[src/hw/rbu_pkg.sv]
package rbu_pkg;

  // Program counter and bus widths
  localparam int unsigned PC_W = 16;
  localparam int unsigned REG_ADDR_W = 4;
  localparam int unsigned REG_DATA_W = 32;

  // Register byte offsets
  localparam logic [3:0] OFS_FLAGS = 4'h0;
  localparam logic [3:0] OFS_PC = 4'h4;
  localparam logic [3:0] OFS_CTRL = 4'h8;
  localparam logic [3:0] OFS_STATUS = 4'hc;

  // Field positions
  localparam int unsigned CTRL_GO_BIT = 0;
  localparam int unsigned STAT_BUSY_BIT = 0;
  localparam int unsigned STAT_TAKEN_BIT = 1;
  localparam int unsigned STAT_BADOP_BIT = 2;
  localparam int unsigned STAT_OPC_LSB = 8;
  localparam int unsigned NARROW_MSB = 7;
  localparam int unsigned WIDE_MSB = 15;

  // Reset values and fixed bits of the condition flags register
  localparam logic [7:0] FLAGS_RESET = 8'h68;
  localparam logic [7:0] FLAGS_FIXED_ONES = 8'h60;
  localparam logic [15:0] PC_RESET = 16'h0000;

  // Address steps: offset byte follows opcode, next instruction two bytes on
  localparam logic [15:0] OFFSET_STEP = 16'h0001;
  localparam logic [15:0] PC_STEP = 16'h0002;

  // Relative branch opcodes
  localparam logic [7:0] OP_BRANCH_ALWAYS = 8'h20;
  localparam logic [7:0] OP_BRANCH_NEVER = 8'h21;
  localparam logic [7:0] OP_BRANCH_HIGHER = 8'h22;
  localparam logic [7:0] OP_BRANCH_LOWER_SAME = 8'h23;
  localparam logic [7:0] OP_BRANCH_HIGHER_SAME = 8'h24;
  localparam logic [7:0] OP_BRANCH_CARRY_CLEAR = 8'h24;
  localparam logic [7:0] OP_BRANCH_LOWER = 8'h25;
  localparam logic [7:0] OP_BRANCH_CARRY_SET = 8'h25;
  localparam logic [7:0] OP_BRANCH_NOT_EQUAL = 8'h26;
  localparam logic [7:0] OP_BRANCH_EQUAL = 8'h27;
  localparam logic [7:0] OP_BRANCH_HALFCARRY_CLEAR = 8'h28;
  localparam logic [7:0] OP_BRANCH_HALFCARRY_SET = 8'h29;
  localparam logic [7:0] OP_BRANCH_PLUS = 8'h2a;
  localparam logic [7:0] OP_BRANCH_MINUS = 8'h2b;
  localparam logic [7:0] OP_BRANCH_MASK_CLEAR = 8'h2c;
  localparam logic [7:0] OP_BRANCH_MASK_SET = 8'h2d;
  localparam logic [7:0] OP_BRANCH_IRQ_PIN_LOW = 8'h2e;
  localparam logic [7:0] OP_BRANCH_IRQ_PIN_HIGH = 8'h2f;
  localparam logic [7:0] OP_BRANCH_GREATER_EQUAL_SIGNED = 8'h90;
  localparam logic [7:0] OP_BRANCH_LESS_SIGNED = 8'h91;
  localparam logic [7:0] OP_BRANCH_GREATER_SIGNED = 8'h92;
  localparam logic [7:0] OP_BRANCH_LESS_EQUAL_SIGNED = 8'h93;

  // Sequencer states
  typedef enum logic [1:0] {
    RBU_IDLE,
    RBU_FETCH_OPC,
    RBU_FETCH_OFS,
    RBU_EXEC
  } rbu_state_e;

  // Condition flags register layout, bit 7 down to bit 0
  typedef struct packed {
    logic ovf;
    logic one_b6;
    logic one_b5;
    logic half;
    logic imask;
    logic neg;
    logic zero;
    logic carry;
  } rbu_flags_s;

  // Program memory read request
  typedef struct packed {
    logic rd;
    logic [15:0] addr;
  } rbu_mem_req_s;

  // Load or store of A, X or H:X seen by the flag logic
  typedef struct packed {
    logic valid;
    logic wide;
    logic [15:0] value;
  } rbu_ldst_s;

endpackage

[src/hw/rbu_relative_branch_unit.sv]
// Operation
// - Opcode 25 takes 3 cycles and branches only when carry is set.
// - Opcode 23 branches when carry or zero is set, else falls through.
// - Opcode 91 branches exactly when negative XOR overflow is one.
// - Opcode 2C branches only when the interrupt mask is zero.
// - Opcode 2D branches only when the interrupt mask is one.
// - Opcode 2B branches when negative is set.
// - Opcode 2A branches when negative is clear.
// - Opcode 26 branches when zero is clear.
// - Loads and stores of A, X or H:X copy the value's top bit into negative.
// - Opcode 20 always branches and completes in 3 cycles.
// - Target is opcode address plus two plus the signed final byte.
// - The 8-bit offset is sign-extended to 16 bits before the add.
// - A false condition continues at the byte after the two-byte branch.
// - 92 needs zero|(neg^ovf)=0, 93 is its complement, 90 needs neg^ovf=0.
// - Opcode 22 needs carry|zero=0; opcode 24 needs carry=0.
// - Opcode 27 branches on zero set, one decode for signed and unsigned.
// - Carry-set shares 25 and carry-clear shares 24, decoded identically.
// - Opcode 29 branches on half-carry one, opcode 28 on half-carry zero.
// - Opcode 21 never branches but still takes the offset and three cycles.
//
// Chosen here: the address map and the strobed register port.

`timescale 1ns/10ps
`default_nettype none

module rbu_relative_branch_unit (
  input wire logic core_clk_i,                          // Bus clock, 40 MHz
  input wire logic rst_n_i,                             // Synchronous reset, active low
  input wire logic [rbu_pkg::REG_ADDR_W-1:0] reg_addr_i, // Register byte address
  input wire logic [rbu_pkg::REG_DATA_W-1:0] reg_wdata_i, // Register write data
  input wire logic reg_wr_i,                            // Write strobe
  input wire logic reg_rd_i,                            // Read strobe
  output logic [rbu_pkg::REG_DATA_W-1:0] reg_rdata_o,   // Read data, cycle after strobe
  output rbu_pkg::rbu_mem_req_s mem_req_o,              // Program memory read request
  input wire logic [7:0] mem_data_i,                    // Memory byte, cycle after request
  input wire logic irq_pin_i,                           // External interrupt pin level
  input wire rbu_pkg::rbu_ldst_s ldst_i,                // Load/store value report
  output rbu_pkg::rbu_flags_s flags_o,                  // Condition flags register
  output logic [rbu_pkg::PC_W-1:0] pc_o,                // Program counter
  output logic busy_o,                                  // Branch in progress
  output logic done_o,                                  // One-cycle end of branch
  output logic taken_o                                  // Last branch was taken
);

  ////////////////////////////////////////////////////////////////////////////
  // Declarations

  rbu_pkg::rbu_state_e state_ff;
  rbu_pkg::rbu_state_e nxt_state;
  rbu_pkg::rbu_flags_s flags_ff;
  rbu_pkg::rbu_mem_req_s mem_req_ff;
  logic [rbu_pkg::PC_W-1:0] pc_ff;
  logic [rbu_pkg::PC_W-1:0] nxt_pc;
  logic [7:0] opcode_ff;
  logic [rbu_pkg::REG_DATA_W-1:0] rdata_ff;
  logic done_ff;
  logic busy_ff;
  logic taken_ff;
  logic badop_ff;
  logic wr_flags;
  logic wr_pc;
  logic go;
  logic clr_badop;
  logic exec;
  logic [1:0] eval;
  logic known_op;
  logic take;

  ////////////////////////////////////////////////////////////////////////////
  // Functions

  // Decodes a branch opcode against the flags and the pin: {known, take}
  function automatic logic [1:0] branch_eval(
    input logic [7:0] opc,
    input rbu_pkg::rbu_flags_s f,
    input logic pin
  );
    logic known;
    logic tk;
    known = 1'b1;
    tk = 1'b0;
    case (opc)
      rbu_pkg::OP_BRANCH_ALWAYS:
        tk = 1'b1;
      rbu_pkg::OP_BRANCH_NEVER:
        tk = 1'b0;
      rbu_pkg::OP_BRANCH_HIGHER:
        tk = ~(f.carry | f.zero);
      rbu_pkg::OP_BRANCH_LOWER_SAME:
        tk = f.carry | f.zero;
      rbu_pkg::OP_BRANCH_HIGHER_SAME:
        tk = ~f.carry;
      rbu_pkg::OP_BRANCH_LOWER:
        tk = f.carry;
      rbu_pkg::OP_BRANCH_NOT_EQUAL:
        tk = ~f.zero;
      rbu_pkg::OP_BRANCH_EQUAL:
        tk = f.zero;
      rbu_pkg::OP_BRANCH_HALFCARRY_CLEAR:
        tk = ~f.half;
      rbu_pkg::OP_BRANCH_HALFCARRY_SET:
        tk = f.half;
      rbu_pkg::OP_BRANCH_PLUS:
        tk = ~f.neg;
      rbu_pkg::OP_BRANCH_MINUS:
        tk = f.neg;
      rbu_pkg::OP_BRANCH_MASK_CLEAR:
        tk = ~f.imask;
      rbu_pkg::OP_BRANCH_MASK_SET:
        tk = f.imask;
      rbu_pkg::OP_BRANCH_IRQ_PIN_LOW:
        tk = ~pin;
      rbu_pkg::OP_BRANCH_IRQ_PIN_HIGH:
        tk = pin;
      rbu_pkg::OP_BRANCH_GREATER_EQUAL_SIGNED:
        tk = ~(f.neg ^ f.ovf);
      rbu_pkg::OP_BRANCH_LESS_SIGNED:
        tk = f.neg ^ f.ovf;
      rbu_pkg::OP_BRANCH_GREATER_SIGNED:
        tk = ~(f.zero | (f.neg ^ f.ovf));
      rbu_pkg::OP_BRANCH_LESS_EQUAL_SIGNED:
        tk = f.zero | (f.neg ^ f.ovf);
      default:
        known = 1'b0;
    endcase
    return {known, tk};
  endfunction

  // Widens a two's complement byte to program counter width
  function automatic logic [rbu_pkg::PC_W-1:0] sign_extend(input logic [7:0] b);
    return {{(rbu_pkg::PC_W - 8){b[7]}}, b};
  endfunction

  ////////////////////////////////////////////////////////////////////////////
  // Register bus decode

  // Writes to PC and CTRL only act while idle, so a branch never sees them
  assign wr_flags = reg_wr_i && (reg_addr_i == rbu_pkg::OFS_FLAGS);
  assign wr_pc = reg_wr_i && (reg_addr_i == rbu_pkg::OFS_PC) && (state_ff == rbu_pkg::RBU_IDLE);
  assign go = reg_wr_i && (reg_addr_i == rbu_pkg::OFS_CTRL)
    && reg_wdata_i[rbu_pkg::CTRL_GO_BIT] && (state_ff == rbu_pkg::RBU_IDLE);
  assign clr_badop = reg_wr_i && (reg_addr_i == rbu_pkg::OFS_STATUS)
    && reg_wdata_i[rbu_pkg::STAT_BADOP_BIT];

  ////////////////////////////////////////////////////////////////////////////
  // Sequencer

  // Three busy cycles: opcode read, offset read, execute
  always_comb
  begin
    nxt_state = state_ff;
    case (state_ff)
      rbu_pkg::RBU_IDLE:
        if (go)
        begin
          nxt_state = rbu_pkg::RBU_FETCH_OPC;
        end
      rbu_pkg::RBU_FETCH_OPC:
        nxt_state = rbu_pkg::RBU_FETCH_OFS;
      rbu_pkg::RBU_FETCH_OFS:
        nxt_state = rbu_pkg::RBU_EXEC;
      rbu_pkg::RBU_EXEC:
        nxt_state = rbu_pkg::RBU_IDLE;
      default:
        nxt_state = rbu_pkg::RBU_IDLE;
    endcase
  end

  // State register; busy is registered from the next state so the pin has no decode glitch
  always_ff @(posedge core_clk_i)
  begin
    if (!rst_n_i)
    begin
      state_ff <= rbu_pkg::RBU_IDLE;
      busy_ff <= 1'b0;
    end
    else
    begin
      state_ff <= nxt_state;
      busy_ff <= (nxt_state != rbu_pkg::RBU_IDLE);
    end
  end

  // the offset byte is always fetched, even for the never form
  always_ff @(posedge core_clk_i)
  begin
    if (!rst_n_i)
    begin
      mem_req_ff <= '0;
    end
    else
    begin
      mem_req_ff.rd <= go || (state_ff == rbu_pkg::RBU_FETCH_OPC);
      if (state_ff == rbu_pkg::RBU_FETCH_OPC)
      begin
        mem_req_ff.addr <= pc_ff + rbu_pkg::OFFSET_STEP;
      end
      else
      begin
        mem_req_ff.addr <= pc_ff;
      end
    end
  end

  // Opcode byte arrives while the offset read is out
  always_ff @(posedge core_clk_i)
  begin
    if (!rst_n_i)
    begin
      opcode_ff <= 8'h00;
    end
    else if (state_ff == rbu_pkg::RBU_FETCH_OFS)
    begin
      opcode_ff <= mem_data_i;
    end
  end

  ////////////////////////////////////////////////////////////////////////////
  // Condition evaluation and target

  // Flags and pin are sampled in the execute cycle
  assign exec = (state_ff == rbu_pkg::RBU_EXEC);
  assign eval = branch_eval(opcode_ff, flags_ff, irq_pin_i);
  assign known_op = eval[1];
  assign take = eval[0];

  // Next program counter; an unknown opcode leaves it unchanged
  always_comb
  begin
    nxt_pc = pc_ff;
    if (wr_pc)
    begin
      nxt_pc = reg_wdata_i[rbu_pkg::PC_W-1:0];
    end
    else if (exec && known_op)
    begin
      if (take)
      begin
        // opcode address plus two plus offset
        nxt_pc = pc_ff + rbu_pkg::PC_STEP + sign_extend(mem_data_i);
      end
      else
      begin
        // fall through past the two bytes
        nxt_pc = pc_ff + rbu_pkg::PC_STEP;
      end
    end
  end

  // program counter moves at the end of the third cycle
  always_ff @(posedge core_clk_i)
  begin
    if (!rst_n_i)
    begin
      pc_ff <= rbu_pkg::PC_RESET;
    end
    else
    begin
      pc_ff <= nxt_pc;
    end
  end

  ////////////////////////////////////////////////////////////////////////////
  // Condition flags register

  // only software and load/store reports write here, never a branch
  always_ff @(posedge core_clk_i)
  begin
    if (!rst_n_i)
    begin
      flags_ff <= rbu_pkg::FLAGS_RESET;
    end
    else
    begin
      if (wr_flags)
      begin
        flags_ff <= reg_wdata_i[7:0] | rbu_pkg::FLAGS_FIXED_ONES;
      end
      // top bit of the moved value, after any software write
      if (ldst_i.valid)
      begin
        flags_ff.neg <= ldst_i.wide ? ldst_i.value[rbu_pkg::WIDE_MSB]
                                    : ldst_i.value[rbu_pkg::NARROW_MSB];
      end
    end
  end

  ////////////////////////////////////////////////////////////////////////////
  // Status

  // Done pulse and last outcome
  always_ff @(posedge core_clk_i)
  begin
    if (!rst_n_i)
    begin
      done_ff <= 1'b0;
      taken_ff <= 1'b0;
    end
    else
    begin
      done_ff <= exec;
      if (exec)
      begin
        taken_ff <= known_op && take;
      end
    end
  end

  // Sticky bad-opcode flag; a new event wins over a clear in the same cycle
  always_ff @(posedge core_clk_i)
  begin
    if (!rst_n_i)
    begin
      badop_ff <= 1'b0;
    end
    else if (exec && !known_op)
    begin
      badop_ff <= 1'b1;
    end
    else if (clr_badop)
    begin
      badop_ff <= 1'b0;
    end
  end

  ////////////////////////////////////////////////////////////////////////////
  // Read data

  // Data stands only in the cycle after the strobe; unmapped reads give zero
  always_ff @(posedge core_clk_i)
  begin
    if (!rst_n_i)
    begin
      rdata_ff <= '0;
    end
    else
    begin
      rdata_ff <= '0;
      if (reg_rd_i)
      begin
        case (reg_addr_i)
          rbu_pkg::OFS_FLAGS:
            rdata_ff[7:0] <= flags_ff;
          rbu_pkg::OFS_PC:
            rdata_ff[rbu_pkg::PC_W-1:0] <= pc_ff;
          rbu_pkg::OFS_STATUS:
          begin
            rdata_ff[rbu_pkg::STAT_BUSY_BIT] <= (state_ff != rbu_pkg::RBU_IDLE);
            rdata_ff[rbu_pkg::STAT_TAKEN_BIT] <= taken_ff;
            rdata_ff[rbu_pkg::STAT_BADOP_BIT] <= badop_ff;
            rdata_ff[rbu_pkg::STAT_OPC_LSB +: 8] <= opcode_ff;
          end
          default:
            rdata_ff <= '0;
        endcase
      end
    end
  end

  ////////////////////////////////////////////////////////////////////////////
  // Outputs

  // All outputs come straight from flip-flops
  assign reg_rdata_o = rdata_ff;
  assign mem_req_o = mem_req_ff;
  assign flags_o = flags_ff;
  assign pc_o = pc_ff;
  assign busy_o = busy_ff;
  assign done_o = done_ff;
  assign taken_o = taken_ff;

endmodule

`default_nettype wire

[config.mk]
export PLATFORM = sky130hd
export DESIGN_NAME = rbu_relative_branch_unit
export DESIGN_NICKNAME = d
export VERILOG_FILES = /design/src/hw/rbu_pkg.sv /design/src/hw/rbu_relative_branch_unit.sv
export SDC_FILE = /design/constraint.sdc
export NUM_CORES = 1
export LEC_CHECK = 0
export ABC_AREA = 1
export BUFFER_PORTS_ARGS = -buffer_cell sky130_fd_sc_hd__buf_2
export CORE_ASPECT_RATIO = 2
export CORE_MARGIN = 4
export CORE_UTILIZATION = 53
export CTS_CLUSTER_DIAMETER = 60
export DETAILED_ROUTE_END_ITERATION = 7
export GPL_ROUTABILITY_DRIVEN = 0
export PLACE_DENSITY = 0.8
export RECOVER_POWER = 50
export SLEW_MARGIN = 20
export SYNTH_ARGS = -nofsm -noshare
export SYNTH_HDL_FRONTEND = slang
export SYNTH_SLANG_ARGS = --single-unit
[constraint.sdc]
create_clock -name core_clk_i -period 3.3 [get_ports core_clk_i]
set_clock_uncertainty 0.2 [all_clocks]
set_input_delay 0.33 -clock core_clk_i [delete_from_list [all_inputs] [get_ports core_clk_i]]
set_output_delay 0.33 -clock core_clk_i [all_outputs]
set_load 0.005 [all_outputs]
==> out/metrics.yaml <==
outcome: "finished, final reports clean"
rsz0062_at_grt: "no"
path_delay_family: "simple AND/OR/NAND/NOR gates"
fin_crit_sh_pct: 93.3
numCtsBuffers: 9
ir_drop_mv: 0.270
dp_hpwl_um: 11200
power.density_nw_per_um2: 384
tritoncts: "done"
arrival_ps: 3130
synth-edff-count: 0
portBuffers: 94
insertion_delay_ps: 340
required_ps: 3360
ys_top_cells_by_area: "dfxtp_1, nand2_1, inv_1"
holdBufCountCts: 0
cts_max_path_buffers: 2
cts_resized: 0
ys_ff_latch: 69
core_area_um2: 8710
r2r_start: "pc_o[7]"
synth-seq-area-share_pct: 29.0
die_x_um: 75.1
synthCells: 725
synth_common_cells: "nand2_1, inv_1, nor2_1, dfxtp_1, nand3_1"
post_cts_buffers: 0
clkSinkCount: 69
synthesis.area_um2: 4770
final_nets: 909
path_clk_slew_ps: 60
fin_tns_setup_ps: 0
synth_area_per_cell_um2: 6.57
rows: 48
seqCellArea_um2: 1390
area_growth_pct: 15.3
ys_types: 41
setup_slack_ps: 222
drive_gt1_share_pct: 14.6
nFillCells: 827
crit_top_cell: "nand2_1"
avgRoutedWirePerCell_um: 15.5
num_vias: 5039
crit_fanout: 7
period_needed_ps: 3080
endpoint: "pc_o[15]"
diodes: 0
power_w: 0.00211
crit_chain: "clkbuf_1, nand2_1, nor2_1, nand3_1, xor2_1, inv_1, ha_1, nand2_1, inv_1, nand2_1, nand2_1, inv_1, nand2_1, a21oi_1, nand3_1, nand2_1, nand2_1, nand3_1, nand2_1, a21oi_1"
antenna_found_initial: 0
ff2ff_path_depth: 20
worstHoldPathType: "in -> reg"
cts_root_buf: "clkbuf_16"
place_ws_ps: 218
hold_violations: 0
synth_top_area_cell: "dfxtp_1"
setup_violations: 0
design_area_um2: 5500
async_flop_share_pct: 0
cp_slowest_stage_delay_ps: 330
crit_buf_inv: 4
dr.pass1.iters: 5
power_leakage_nw: 2.67
drc: 0
grt_pass1_vias: 4894
synth-main-ff-cell: "dfxtp_1"
grt_max_degree: 35
tightest_slew_ps: 1350
synth.most_common_cell: "nand2_1"
wirelength_um: 14300
synth_top_area_share_pct: 29.0
crit_cells: 20
start_util_pct: 54.7
htree_levels: 3
drv_cap: 0
rr_endpoint: "pc_o[15]"
placed_area_um2: 5220
via_per_inst: 5.47
start_kind: "register"
fmax_ghz: 0.325
track_usage_pct: 27.5
multi_input_area_um2: 2800
crit_path_start: "pc_o[7]"
overflow: 0
die_area_um2: 10700
maxSlewHeadroom_pct: 10.2
drv_slew: 0
postRouteAntennaNets: 0
io_pins: 143
end_kind: "register"
die_h_um: 142
worstSetupPathType: "reg -> reg"
reg2reg_slack_ps: 220
cp_slowest_cell: "dfxtp_1"
drtIter0Drc: 330
ys.warnings.count: 0
grt_pass1_wl_um: 22600
-- metal layers --
metal	routed length (µm)	up-vias	global-route usage, %
met2	7600	221	49.8
li1	-	2491	-
met5	0	-	0
met3	838	60	4.81
met1	5060	2267	27.3
met4	824	0	17.7
-- layout by cell type (no fill, tap or decap), drive strengths merged, types with 4 or more instances in the layout --
cell	n
a21oi	65
nand2	155
o22ai	15
dfxtp	69
xor2	17
o21ai	43
nand4	5
nand3	69
nand3b	4
nor3	11
conb	18
ha	25
nor2	86
clkbuf	47
buf	65
inv	106
-- final cells by class --
type                            count  share of cell area (%)
Clock buffer                       12                    4.67
Clock inverter                      4                    1.27
Inverter                          107                    7.31
Multi-Input combinational cell    529                    50.9
Sequential cell                    69                    25.2
Tap cell                          100                    2.28
Timing Repair Buffer              100                    8.42
-- registers in the layout, indices dropped and copies added, names as in the netlist --
signal / cells
badop_ff: 1
busy_o: 1
done_o: 1
flags_o: 6
mem_req_o: 17
opcode_ff: 8
pc_o: 16
reg_rdata_o: 16
state_ff: 2
taken_o: 1
-- worst min-delay path by stage --
stage	endpoint	cells past startpoint	slack (ps)	start
2_1_floorplan	reg_rdata_o[5]	1	230	reg_addr_i[2]
3_3_place_gp	badop_ff	2	270	badop_ff
3_5_place_dp	badop_ff	2	280	badop_ff
4_1_cts	reg_rdata_o[5]	2	50	reg_addr_i[2]
5_1_grt	reg_rdata_o[5]	2	80	reg_addr_i[2]
6_report	reg_rdata_o[5]	2	60	reg_addr_i[2]
-- cells by family (layout without fill, tap and decap cells) --
kind of cell / Yosys count / count (layout) / synth area share, %
flops: 69 / 69 / 29.0
xor+xnor: 20 / 20 / 3.68
other cells: 2 / 18 / 0.158
buf+inv: 143 / 223 / 13.6
fa+ha+maj: 26 / 26 / 6.98
simple gates: 332 / 332 / 31.0
compound gates: 133 / 133 / 15.6
-- stage by stage --
stage | hold slack (ps) | cells | utilization, %
after floorplan | 230 | 741 | -
after global placement | 274 | 905 | 59.9
after detailed placement | 279 | 905 | 59.9
after CTS | 53.0 | 921 | 63.7
after global routing | 78.4 | 921 | 63.1
final | 59.2 | 921 | 63.1
-- power by group --
group	leakage, nW	switching [W]	internal, W
Combinational	1.95	0.000135	0.0000682
Clock	0.163	0.000356	0.000700
Sequential	0.558	0.00000857	0.000843
-- worst register-to-register path, stage by stage, from the launching register on --
cell and delay (ps):
dfxtp_1 330, clkbuf_1 330, nand2_1 180, nor2_1 240, nand3_1 140, xor2_1 150
inv_1 100, ha_1 330, nand2_1 150, inv_1 60, nand2_1 60, nand2_1 50
inv_1 60, nand2_1 70, a21oi_1 130, nand3_1 80, nand2_1 60, nand2_1 40
nand3_1 70, nand2_1 60, a21oi_1 110
No activity file was read; power rests on OpenSTA's default activity.
